===== src/verilog/mrc_pkg.sv =====
package mrc_pkg;
    // Timing
    localparam int CLK_HZ      = 125_000_000;
    localparam int TICK_S      = 1;
    localparam int SEC_CYCLES  = CLK_HZ * TICK_S;
    localparam int SEC_PER_MIN = 60;
    // Register byte offsets
    localparam logic [7:0] OFS_CFG    = 8'h00;
    localparam logic [7:0] OFS_COIL   = 8'h04;
    localparam logic [7:0] OFS_ILIM   = 8'h08;
    localparam logic [7:0] OFS_VLIM   = 8'h0C;
    localparam logic [7:0] OFS_PROG_I = 8'h10;
    localparam logic [7:0] OFS_PROG_F = 8'h14;
    localparam logic [7:0] OFS_RATE   = 8'h18;
    localparam logic [7:0] OFS_RAMP_I = 8'h1C;
    localparam logic [7:0] OFS_HTR_I  = 8'h20;
    localparam logic [7:0] OFS_HTR_T  = 8'h24;
    localparam logic [7:0] OFS_CMD    = 8'h28;
    localparam logic [7:0] OFS_HEATER = 8'h2C;
    localparam logic [7:0] OFS_QUENCH = 8'h30;
    localparam logic [7:0] OFS_STATE  = 8'h34;
    localparam logic [7:0] OFS_MEAS_I = 8'h38;
    localparam logic [7:0] OFS_MEAS_F = 8'h3C;
    localparam logic [7:0] OFS_ERR    = 8'h40;
    // Configuration field positions and reset values
    localparam int CFG_SWITCH  = 0;
    localparam int CFG_QDET    = 1;
    localparam int CFG_ABSORB  = 2;
    localparam int CFG_RATEMIN = 3;
    localparam int CFG_TESLA   = 4;
    localparam logic [4:0] CFG_RESET = 5'h03;
    // Error codes, two's complement
    localparam logic [15:0] ERR_NONE     = 16'h0000;
    localparam logic [15:0] ERR_RANGE    = 16'hFF97;
    localparam logic [15:0] ERR_CMD_COIL = 16'hFF96;
    localparam logic [15:0] ERR_NO_SW    = 16'hFF95;
    localparam logic [15:0] ERR_QRY_COIL = 16'hFF36;
    // Command codes and reported state codes
    localparam logic [3:0] CODE_RAMP  = 4'h1;
    localparam logic [3:0] CODE_HOLD  = 4'h2;
    localparam logic [3:0] CODE_PAUSE = 4'h3;
    localparam logic [3:0] CODE_UP    = 4'h4;
    localparam logic [3:0] CODE_DOWN  = 4'h5;
    localparam logic [3:0] CODE_ZERO  = 4'h6;
    localparam logic [3:0] CODE_QUEN  = 4'h7;
    localparam logic [3:0] CODE_HEAT  = 4'h8;
    // Ramp states
    typedef enum logic [7:0] {
        ST_RAMPING = 8'h01,
        ST_HOLDING = 8'h02,
        ST_PAUSED  = 8'h04,
        ST_UP      = 8'h08,
        ST_DOWN    = 8'h10,
        ST_ZEROING = 8'h20,
        ST_QUENCH  = 8'h40,
        ST_HEATING = 8'h80
    } mrc_state_t;
endpackage


===== src/verilog/mrc_ctrl.sv =====
// Our own choices: the APB slave port and the register addresses.
`timescale 1ns/100ps
// Summary of operation
// - Field-unit writes and reads act only while the coil ratio is positive.
// - Field write without ratio logs -106; field read without ratio logs -202.
// - Current limit bounds output magnitude in both polarities while ramping.
// - Switch-installed bit: 0 absent, 1 present, resets to 1.
// - Heater time and current stored; switch resistive after time elapses.
// - Quench detection enable bit resets to 1 and reads back.
// - Energy absorber bit resets to 0 and reads back.
// - Rate unit bit selects seconds or minutes for the ramp step.
// - Field unit bit selects kilogauss or tesla for field values.
// - Voltage limit above supply maximum is rejected.
// - Combined register carries target and rate, returned as two fields.
// - Field readback is measured current times ratio in chosen units.
// - Ramp command steps toward target at rate, then holds.
// - Pause freezes the output where it is.
// - Manual up ramps at rate until the current limit.
// - Manual down ramps to negative limit, or zero on unipolar supply.
// - Zeroing ramps at rate until output current is zero.
// - State readback codes 1 to 8 as listed for each state.
// - Panel state and update pulse follow remote state changes.
// - Heater write turns heater off or on, resets off, reads back.
// - Quench write 0 clears, write 1 sets like a detection.
// - Quench forces zero volts, drives quench output, stops ramping.
// - Quench readback is 1 while quench holds, else 0.
module mrc_ctrl #(
    parameter int ADDR_W     = 8,
    parameter int SEC_CYCLES = mrc_pkg::SEC_CYCLES
) (
    // Clock and reset
    input  wire logic               clk,
    input  wire logic               rst_n,
    // APB slave
    input  wire logic               psel,
    input  wire logic               penable,
    input  wire logic               pwrite,
    input  wire logic [ADDR_W-1:0]  paddr,
    input  wire logic [31:0]        pwdata,
    output logic                    pready,
    output logic [31:0]             prdata,
    output logic                    pslverr,
    // Supply side
    input  wire logic signed [15:0] shunt_current,
    input  wire logic [15:0]        supply_vmax,
    input  wire logic               supply_four_quadrant,
    input  wire logic               quench_sense,
    output logic signed [15:0]      current_setpoint,
    output logic [15:0]             voltage_ceiling,
    output logic                    supply_zero_volts,
    output logic                    quench_output_connector,
    // Switch heater
    output logic                    persistent_heater_control,
    output logic [15:0]             heater_drive_current,
    output logic                    switch_resistive,
    // Front panel
    output logic [3:0]              panel_state,
    output logic                    panel_update
);
    initial begin
        if (ADDR_W < 7 || SEC_CYCLES < 2) begin
            $error("mrc_ctrl: unsupported parameter values");
        end
    end

    // Move cur toward goal by at most rate
    function automatic logic signed [15:0] mrc_step(input logic signed [15:0] cur,
                                                    input logic signed [15:0] goal,
                                                    input logic [15:0] rate);
        logic signed [17:0] d;
        logic signed [17:0] r;
        d = 18'(goal) - 18'(cur);
        r = $signed({2'b00, rate});
        if (d > r) begin
            return 16'(18'(cur) + r);
        end else if (d < -r) begin
            return 16'(18'(cur) - r);
        end
        return goal;
    endfunction

    // Field from current and ratio; tesla is one tenth of kilogauss
    function automatic logic signed [31:0] mrc_field(input logic signed [15:0] cur,
                                                     input logic signed [15:0] ratio,
                                                     input logic tesla);
        logic signed [31:0] f;
        f = 32'(cur) * 32'(ratio);
        return tesla ? f / 32'sd10 : f;
    endfunction

    function automatic logic [3:0] mrc_code(input mrc_pkg::mrc_state_t s);
        case (s)
            mrc_pkg::ST_RAMPING: return mrc_pkg::CODE_RAMP;
            mrc_pkg::ST_HOLDING: return mrc_pkg::CODE_HOLD;
            mrc_pkg::ST_PAUSED:  return mrc_pkg::CODE_PAUSE;
            mrc_pkg::ST_UP:      return mrc_pkg::CODE_UP;
            mrc_pkg::ST_DOWN:    return mrc_pkg::CODE_DOWN;
            mrc_pkg::ST_ZEROING: return mrc_pkg::CODE_ZERO;
            mrc_pkg::ST_QUENCH:  return mrc_pkg::CODE_QUEN;
            default:             return mrc_pkg::CODE_HEAT;
        endcase
    endfunction

    logic [4:0]          cfg_reg;
    logic signed [15:0]  coil_reg;
    logic [15:0]         ilim_reg;
    logic signed [15:0]  prog_i_reg;
    logic signed [31:0]  prog_f_reg;
    logic                tgt_field_reg;
    logic [15:0]         rate_reg;
    logic [15:0]         htr_t_reg;
    logic [15:0]         err_reg;
    logic                quench_reg;
    logic [1:0]          qsync_reg;
    logic [31:0]         sec_cnt_reg;
    logic [5:0]          min_cnt_reg;
    logic [15:0]         heat_cnt_reg;
    logic                heat_done_reg;
    mrc_pkg::mrc_state_t state_reg;
    logic [31:0]         rd_next;
    logic                bad_next;
    logic [15:0]         err_next;
    logic                bad_reg;
    logic [15:0]         pend_err_reg;

    wire coil_ok   = coil_reg > 16'sd0;
    wire setup     = psel && !penable;
    wire access    = psel && penable;
    wire [7:0] a8  = 8'(paddr);
    wire wr        = access && pwrite && !bad_reg;
    wire sec_tick  = sec_cnt_reg == 32'(SEC_CYCLES - 1);
    wire min_last  = min_cnt_reg == 6'(mrc_pkg::SEC_PER_MIN - 1);
    wire rate_tick = sec_tick && (!cfg_reg[mrc_pkg::CFG_RATEMIN] || min_last);
    wire tesla     = cfg_reg[mrc_pkg::CFG_TESLA];
    wire signed [15:0] lim_pos = $signed(ilim_reg);
    wire signed [15:0] lim_neg = supply_four_quadrant ? -lim_pos : 16'sd0;
    wire signed [31:0] field_now  = mrc_field(current_setpoint, coil_reg, tesla);
    wire signed [31:0] field_meas = mrc_field(shunt_current, coil_reg, tesla);
    wire heat_start = wr && a8 == mrc_pkg::OFS_HEATER && pwdata[0] && !persistent_heater_control;
    wire cmd_wr     = wr && a8 == mrc_pkg::OFS_CMD;

    // Zero-wait slave: read data and error are captured in the setup cycle
    assign pready = 1'b1;

    // Register read mux and access checks
    always_comb begin
        rd_next  = 32'h0000_0000;
        bad_next = 1'b0;
        err_next = mrc_pkg::ERR_NONE;
        case (a8)
            mrc_pkg::OFS_CFG:    rd_next = {27'h0, cfg_reg};
            mrc_pkg::OFS_COIL:   rd_next = 32'(coil_reg);
            mrc_pkg::OFS_ILIM:   rd_next = {16'h0, ilim_reg};
            mrc_pkg::OFS_VLIM: begin
                rd_next = {16'h0, voltage_ceiling};
                if (pwrite && pwdata[15:0] > supply_vmax) begin
                    bad_next = 1'b1;
                    err_next = mrc_pkg::ERR_RANGE;
                end
            end
            mrc_pkg::OFS_PROG_I: rd_next = 32'(prog_i_reg);
            mrc_pkg::OFS_PROG_F, mrc_pkg::OFS_MEAS_F: begin
                rd_next = (a8 == mrc_pkg::OFS_MEAS_F) ? field_meas : prog_f_reg;
                if (!coil_ok) begin
                    rd_next  = 32'h0000_0000;
                    bad_next = 1'b1;
                    err_next = pwrite ? mrc_pkg::ERR_CMD_COIL : mrc_pkg::ERR_QRY_COIL;
                end
                if (pwrite && a8 == mrc_pkg::OFS_MEAS_F) begin
                    bad_next = 1'b1;
                    err_next = mrc_pkg::ERR_NONE;
                end
            end
            mrc_pkg::OFS_RATE:   rd_next = {16'h0, rate_reg};
            mrc_pkg::OFS_RAMP_I: rd_next = {prog_i_reg, rate_reg};
            mrc_pkg::OFS_HTR_I:  rd_next = {16'h0, heater_drive_current};
            mrc_pkg::OFS_HTR_T:  rd_next = {16'h0, htr_t_reg};
            mrc_pkg::OFS_CMD:    rd_next = 32'h0000_0000;
            mrc_pkg::OFS_HEATER: begin
                rd_next = {31'h0, persistent_heater_control};
                if (pwrite && pwdata[0] && !cfg_reg[mrc_pkg::CFG_SWITCH]) begin
                    bad_next = 1'b1;
                    err_next = mrc_pkg::ERR_NO_SW;
                end
            end
            mrc_pkg::OFS_QUENCH: rd_next = {31'h0, quench_reg};
            mrc_pkg::OFS_STATE: begin
                rd_next  = {27'h0, switch_resistive, mrc_code(state_reg)};
                bad_next = pwrite;
            end
            mrc_pkg::OFS_MEAS_I: begin
                rd_next  = 32'(shunt_current);
                bad_next = pwrite;
            end
            mrc_pkg::OFS_ERR:    rd_next = {16'h0, err_reg};
            default:             bad_next = 1'b1;
        endcase
    end

    // Read data and slave error flops
    always_ff @(posedge clk or negedge rst_n) begin
        if (!rst_n) begin
            prdata       <= 32'h0000_0000;
            bad_reg      <= 1'b0;
            pend_err_reg <= 16'h0000;
        end else if (setup) begin
            prdata       <= pwrite ? 32'h0000_0000 : rd_next;
            bad_reg      <= bad_next;
            pend_err_reg <= err_next;
        end
    end
    assign pslverr = access && bad_reg;

    // Setup parameters written by software
    always_ff @(posedge clk or negedge rst_n) begin
        if (!rst_n) begin
            cfg_reg              <= mrc_pkg::CFG_RESET;
            coil_reg             <= 16'sh0000;
            ilim_reg             <= 16'h0000;
            voltage_ceiling      <= 16'h0000;
            prog_i_reg           <= 16'sh0000;
            prog_f_reg           <= 32'sh0000_0000;
            tgt_field_reg        <= 1'b0;
            rate_reg             <= 16'h0000;
            heater_drive_current <= 16'h0000;
            htr_t_reg            <= 16'h0000;
        end else if (wr) begin
            case (a8)
                mrc_pkg::OFS_CFG:   cfg_reg <= pwdata[4:0];
                mrc_pkg::OFS_COIL:  coil_reg <= $signed(pwdata[15:0]);
                mrc_pkg::OFS_ILIM:  ilim_reg <= {1'b0, pwdata[14:0]};
                mrc_pkg::OFS_VLIM:  voltage_ceiling <= pwdata[15:0];
                mrc_pkg::OFS_PROG_I: begin
                    prog_i_reg    <= $signed(pwdata[15:0]);
                    tgt_field_reg <= 1'b0;
                end
                mrc_pkg::OFS_PROG_F: begin
                    prog_f_reg    <= $signed(pwdata);
                    tgt_field_reg <= 1'b1;
                end
                mrc_pkg::OFS_RATE:  rate_reg <= pwdata[15:0];
                mrc_pkg::OFS_RAMP_I: begin
                    prog_i_reg    <= $signed(pwdata[31:16]);
                    rate_reg      <= pwdata[15:0];
                    tgt_field_reg <= 1'b0;
                end
                mrc_pkg::OFS_HTR_I: heater_drive_current <= pwdata[15:0];
                mrc_pkg::OFS_HTR_T: htr_t_reg <= pwdata[15:0];
                default: ;
            endcase
        end
    end

    // Error code: a new error wins over a clearing write in the same cycle
    always_ff @(posedge clk or negedge rst_n) begin
        if (!rst_n) begin
            err_reg <= 16'h0000;
        end else if (access && bad_reg && pend_err_reg != mrc_pkg::ERR_NONE) begin
            err_reg <= pend_err_reg;
        end else if (wr && a8 == mrc_pkg::OFS_ERR) begin
            err_reg <= 16'h0000;
        end
    end

    // Quench sense synchroniser and quench latch; detection wins over clear
    always_ff @(posedge clk or negedge rst_n) begin
        if (!rst_n) begin
            qsync_reg  <= 2'b00;
            quench_reg <= 1'b0;
        end else begin
            qsync_reg <= {qsync_reg[0], quench_sense};
            if (qsync_reg[1] && cfg_reg[mrc_pkg::CFG_QDET]) begin
                quench_reg <= 1'b1;
            end else if (wr && a8 == mrc_pkg::OFS_QUENCH) begin
                quench_reg <= pwdata[0];
            end
        end
    end
    assign supply_zero_volts       = quench_reg;
    assign quench_output_connector = quench_reg;

    // Second and minute time base for ramp steps and heater timing
    always_ff @(posedge clk or negedge rst_n) begin
        if (!rst_n) begin
            sec_cnt_reg <= 32'h0000_0000;
            min_cnt_reg <= 6'h00;
        end else if (sec_tick) begin
            sec_cnt_reg <= 32'h0000_0000;
            min_cnt_reg <= min_last ? 6'h00 : min_cnt_reg + 6'h01;
        end else begin
            sec_cnt_reg <= sec_cnt_reg + 32'h0000_0001;
        end
    end

    // Heater on/off and settle timer; the timer restarts at each turn-on
    always_ff @(posedge clk or negedge rst_n) begin
        if (!rst_n) begin
            persistent_heater_control <= 1'b0;
            heat_cnt_reg              <= 16'h0000;
            heat_done_reg             <= 1'b0;
        end else begin
            if (wr && a8 == mrc_pkg::OFS_HEATER) begin
                persistent_heater_control <= pwdata[0];
            end
            if (heat_start || !persistent_heater_control) begin
                heat_cnt_reg  <= 16'h0000;
                heat_done_reg <= 1'b0;
            end else if (heat_cnt_reg >= htr_t_reg) begin
                heat_done_reg <= 1'b1;
            end else if (sec_tick) begin
                heat_cnt_reg <= heat_cnt_reg + 16'h0001;
            end
        end
    end
    assign switch_resistive = heat_done_reg && persistent_heater_control;

    // Ramp state machine and output current; quench overrides everything
    always_ff @(posedge clk or negedge rst_n) begin
        logic signed [15:0] nxt;
        logic signed [15:0] goal;
        logic signed [31:0] fnext;
        if (!rst_n) begin
            state_reg        <= mrc_pkg::ST_PAUSED;
            current_setpoint <= 16'sh0000;
        end else if (quench_reg) begin
            state_reg        <= mrc_pkg::ST_QUENCH;
            current_setpoint <= 16'sh0000;
        end else if (state_reg == mrc_pkg::ST_QUENCH) begin
            state_reg <= mrc_pkg::ST_PAUSED;
        end else if (heat_start) begin
            state_reg <= mrc_pkg::ST_HEATING;
        end else if (state_reg == mrc_pkg::ST_HEATING) begin
            if (heat_done_reg || !persistent_heater_control) begin
                state_reg <= mrc_pkg::ST_PAUSED;
            end
        end else if (cmd_wr) begin
            case (pwdata[3:0])
                mrc_pkg::CODE_RAMP:  state_reg <= mrc_pkg::ST_RAMPING;
                mrc_pkg::CODE_PAUSE: state_reg <= mrc_pkg::ST_PAUSED;
                mrc_pkg::CODE_UP:    state_reg <= mrc_pkg::ST_UP;
                mrc_pkg::CODE_DOWN:  state_reg <= mrc_pkg::ST_DOWN;
                mrc_pkg::CODE_ZERO:  state_reg <= mrc_pkg::ST_ZEROING;
                default: ;
            endcase
        end else if (rate_tick) begin
            nxt   = current_setpoint;
            goal  = current_setpoint;
            fnext = 32'sh0000_0000;
            case (state_reg)
                mrc_pkg::ST_RAMPING: begin
                    if (tgt_field_reg) begin
                        goal = (field_now < prog_f_reg) ? lim_pos : lim_neg;
                    end else if (prog_i_reg > lim_pos) begin
                        goal = lim_pos;
                    end else if (prog_i_reg < lim_neg) begin
                        goal = lim_neg;
                    end else begin
                        goal = prog_i_reg;
                    end
                    nxt   = mrc_step(current_setpoint, goal, rate_reg);
                    fnext = mrc_field(nxt, coil_reg, tesla);
                    current_setpoint <= nxt;
                    if (tgt_field_reg ? ((field_now < prog_f_reg) ? fnext >= prog_f_reg
                                                                  : fnext <= prog_f_reg)
                                      : nxt == goal) begin
                        state_reg <= mrc_pkg::ST_HOLDING;
                    end
                end
                mrc_pkg::ST_UP:
                    current_setpoint <= mrc_step(current_setpoint, lim_pos, rate_reg);
                mrc_pkg::ST_DOWN:
                    current_setpoint <= mrc_step(current_setpoint, lim_neg, rate_reg);
                mrc_pkg::ST_ZEROING:
                    current_setpoint <= mrc_step(current_setpoint, 16'sh0000, rate_reg);
                default: ;
            endcase
        end
    end

    // Front panel mirror with a pulse on each state change
    always_ff @(posedge clk or negedge rst_n) begin
        if (!rst_n) begin
            panel_state  <= mrc_pkg::CODE_PAUSE;
            panel_update <= 1'b0;
        end else begin
            panel_state  <= mrc_code(state_reg);
            panel_update <= panel_state != mrc_code(state_reg);
        end
    end
endmodule


===== config.mk =====
export PLATFORM = sky130hd
export DESIGN_NAME = mrc_ctrl
export DESIGN_NICKNAME = d
export VERILOG_FILES = /design/src/verilog/mrc_pkg.sv /design/src/verilog/mrc_ctrl.sv
export SDC_FILE = /design/constraint.sdc
export NUM_CORES = 2
export LEC_CHECK = 0
export BUFFER_PORTS_ARGS = -buffer_cell sky130_fd_sc_hd__buf_4
export CAP_MARGIN = 20
export CORE_AREA = 3 3 385 387
export CTS_CLUSTER_SIZE = 8
export DETAILED_ROUTE_END_ITERATION = 16
export DIE_AREA = 0 0 388 390
export GPL_TIMING_DRIVEN = 0
export PLACE_DENSITY_LB_ADDON = 0.12
export SLEW_MARGIN = 20
export SYNTH_ARGS = -nofsm -noshare
export SYNTH_HDL_FRONTEND = slang
export SYNTH_SLANG_ARGS = --single-unit

===== constraint.sdc =====
create_clock -name clk -period 46.5 [get_ports clk]
set_clock_uncertainty 0.05 [all_clocks]
set_input_delay 2.325 -clock clk [delete_from_list [all_inputs] [get_ports clk]]
set_output_delay 2.325 -clock clk [all_outputs]
set_load 0.02 [all_outputs]

==> impl_metrics.csv <==
group,metric,value,unit
placed_design,dp.cells,11000,
die,io_pins,170,
layout,post_layout_nonfiller_instances,11400,
logic_synthesis,yosysTopAreaCell,"fa_1",
routing,finalWirelength,319,mm
setup_path,cp.required,46.89,ns
logic_synthesis,synth_commonest_cells,"inv_1, nand2_1, fa_1, ha_1, nor2_1",
worst_hold_path,hold_path_depth,0,
setup_path,cp.arrival,51.67,ns
layout,area_growth,18.4,%
routing,num_vias,72200,
routing,drc_errors,0,
job,maxCapViolCount,0,
sta,setup-violations-final,8,
setup_path,crit_buf_inv,41,
logic_synthesis,avgSynthCellArea,8.16,um^2
logic_synthesis,synth_cell_type_count,168,
layout,fillers,13200,
die,std_cell_rows,140,
routing,first_pass_iters,8,
die,die-area,151000,um^2
setup_path,end_kind,"flop",
clock_tree,clockRootBuffer,"clkbuf_16",
logic_synthesis,syn_area,72500,um^2
clock_tree,clkTransAtPathRegs,0.06,ns
sta,finalCritPeriodShare,1.10,
clock_tree,cts_tree,"built",
logic_synthesis,synth_edf_count,0,
placed_design,place_ws,-11.69,ns
sta,worst_slew_pin_slew,1.20,ns
routing,wl_per_cell,27.8,um
clock_tree,cts_sinks,280,
die,die_h,390,um
setup_path,reg2reg_depth,231,
placed_design,hpwl,253,mm
placed_design,place.gp.congestion,1.03,
sta,fmax,19.5,MHz
global_routing,grt_pass1_vias,71100,
sta,rsz0062_at_grt,"yes",
logic_synthesis,synthArstFlopShare,1.00,
routing,viasPerCell,6.31,
clock_tree,cts_hold_buf,0,
logic_synthesis,synth_most_common_cell,"inv_1",
global_routing,antenna_found_initial,24,
clock_tree,htree_levels,2,
sta,setup_slack,-4.78,ns
setup_path,cp_common_cell,"fa_1",
status,violations,"setup timing",
die,dieWidth,388,um
setup_path,cpPeakStageDelay,0.61,ns
layout,multi_input_area,63300,um^2
placed_design,portBuffers,165,
global_routing,track_usage,0.411,
clock_tree,clk_latency,0.56,ns
global_routing,grt_pass1_wl,465,mm
sta,fin_crit,51.28,ns
logic_synthesis,netlist_instances,8883,
sta,hold_ws,0.295,ns
status,status,"finished, violations left",
setup_path,cp_max_fo,10,
worst_hold_path,min_path_type,"reg -> reg",
layout,register_area,7060,um^2
setup_path,cp_top_family,"compound AO/OA/AOI/OAI gates",
sta,hold_viol,0,
logic_synthesis,ys_ff_latch,280,
logic_synthesis,synth.top_cells.by_area,"fa_1, ha_1, dfrtp_1, inv_1, nand2_1",
sta,maxSlewViolCount,0,
setup_path,crit_type,"reg -> reg",
layout,utilization,0.591,
logic_synthesis,synth_warnings,0,
logic_synthesis,synthFlopType,"dfrtp_1",
setup_path,r2r_setup_slack,-4.78,ns
routing,ant_nets,0,
layout,nets,11000,
logic_synthesis,syn_nets,10400,
setup_path,cp.depth,231,
setup_path,critPathLaunchType,"flop",
global_routing,grt.overflow.total,0,
clock_tree,cts_made_buffers,41,
setup_path,cpMaxStageDelayCell,"fa_1",
die,fp.coreArea,145000,um^2
clock_tree,cts_buffer_depth,3,
sta,slew_headroom,0.192,
logic_synthesis,synth.top_cell.area_share,0.218,
routing,drt-initial-drc-count,7638,
logic_synthesis,yosysSeqAreaShare,0.0967,
global_routing,grt_max_degree,89,
die,start_util,0.499,
layout,drive_gt1_frac,0.182,
==> layout make-up <==
class                      instances  area share
clock buffer                      67      0.0136
buffer                           404      0.0315
timing repair buffer             575      0.0556
clock inverter                     2    0.000204
multi-input combinational       7040       0.738
antenna                           11    0.000321
inverter                        1149      0.0507
tap                             1917      0.0280
sequential                       280      0.0823
==> through the flow <==
step	cell area, um^2	TNS, ns
2_1_floorplan	73400	0
4_1_cts	83200	-30.59
5_1_grt	85800	-51.78
6_report	85800	-37.91
3_3_place_gp	77000	-99.67
3_5_place_dp	77300	-92.95
==> repair_timing <==
item                       in CTS  in global routing
pin swaps                     183                203
cloned                          2                  3
setup buffers                 247                146
gates resized for setup       608                315
setup endpoints to repair       8                  8
==> path summary, 6_finish.rpt <==
kind	start	endpoint
min in group asynchronous	rst_n	heat_cnt_reg[6]$_DFFE_PN0P_
setup / recovery	current_setpoint[12]$_DFFE_PN0P_	state_reg[4]$_DFFE_PN0P_
hold reg to reg	qsync_reg[0]$_DFF_PN0_	qsync_reg[1]$_DFF_PN0_
hold / removal	qsync_reg[0]$_DFF_PN0_	qsync_reg[1]$_DFF_PN0_
max in group asynchronous	rst_n	current_setpoint[13]$_DFFE_PN0P_
setup reg to reg	current_setpoint[12]$_DFFE_PN0P_	state_reg[4]$_DFFE_PN0P_
==> cells by family (layout without fill, tap and decap cells) <==
logic type / Yosys count / after routing / synth area share
AND/OR/NAND/NOR: 2788 / 2788 / 0.191
AO/OA/AOI/OAI: 2058 / 2059 / 0.198
buffers and inverters: 1564 / 2197 / 0.0865
adder cells (fa/ha/maj): 1398 / 1398 / 0.323
XOR/XNOR: 521 / 521 / 0.0638
flip-flops: 280 / 280 / 0.0967
multiplexers: 273 / 273 / 0.0408
other: 1 / 12 / 0.0000517
==> metal layers <==
layer,global-route usage,up-vias,share of wire
li1,-,31700,-
met1,0.526,35800,0.39
met2,0.636,3802,0.44
met3,0.0842,884,0.098
met4,0.257,6,0.077
met5,0,-,0.00013
==> placed cells by master, fill, tap and decap left out, drive strengths merged, types with 65 or more instances in the layout <==
cell    Yosys  final
nor3      182    182
mux2      161    161
nand2b    103    103
nand4      85     85
mux2i     111    111
clkbuf    294    320
nor4       77     77
buf       108    713
o211ai     65     65
nand3     160    160
a221oi     71     71
o21ai     435    436
a21o      107    107
and2      381    381
nor2b      90     90
nor2      547    547
xnor2     353    353
fa        791    791
a211oi     99     99
and3       80     80
ha        597    597
nand2     901    901
inv      1147   1141
a21oi     522    522
dfrtp     275    275
a31oi      83     83
xor2      166    166
Power is not shown: default switching activity piles up to over one toggle a cycle in this logic, so the estimate is an artifact.
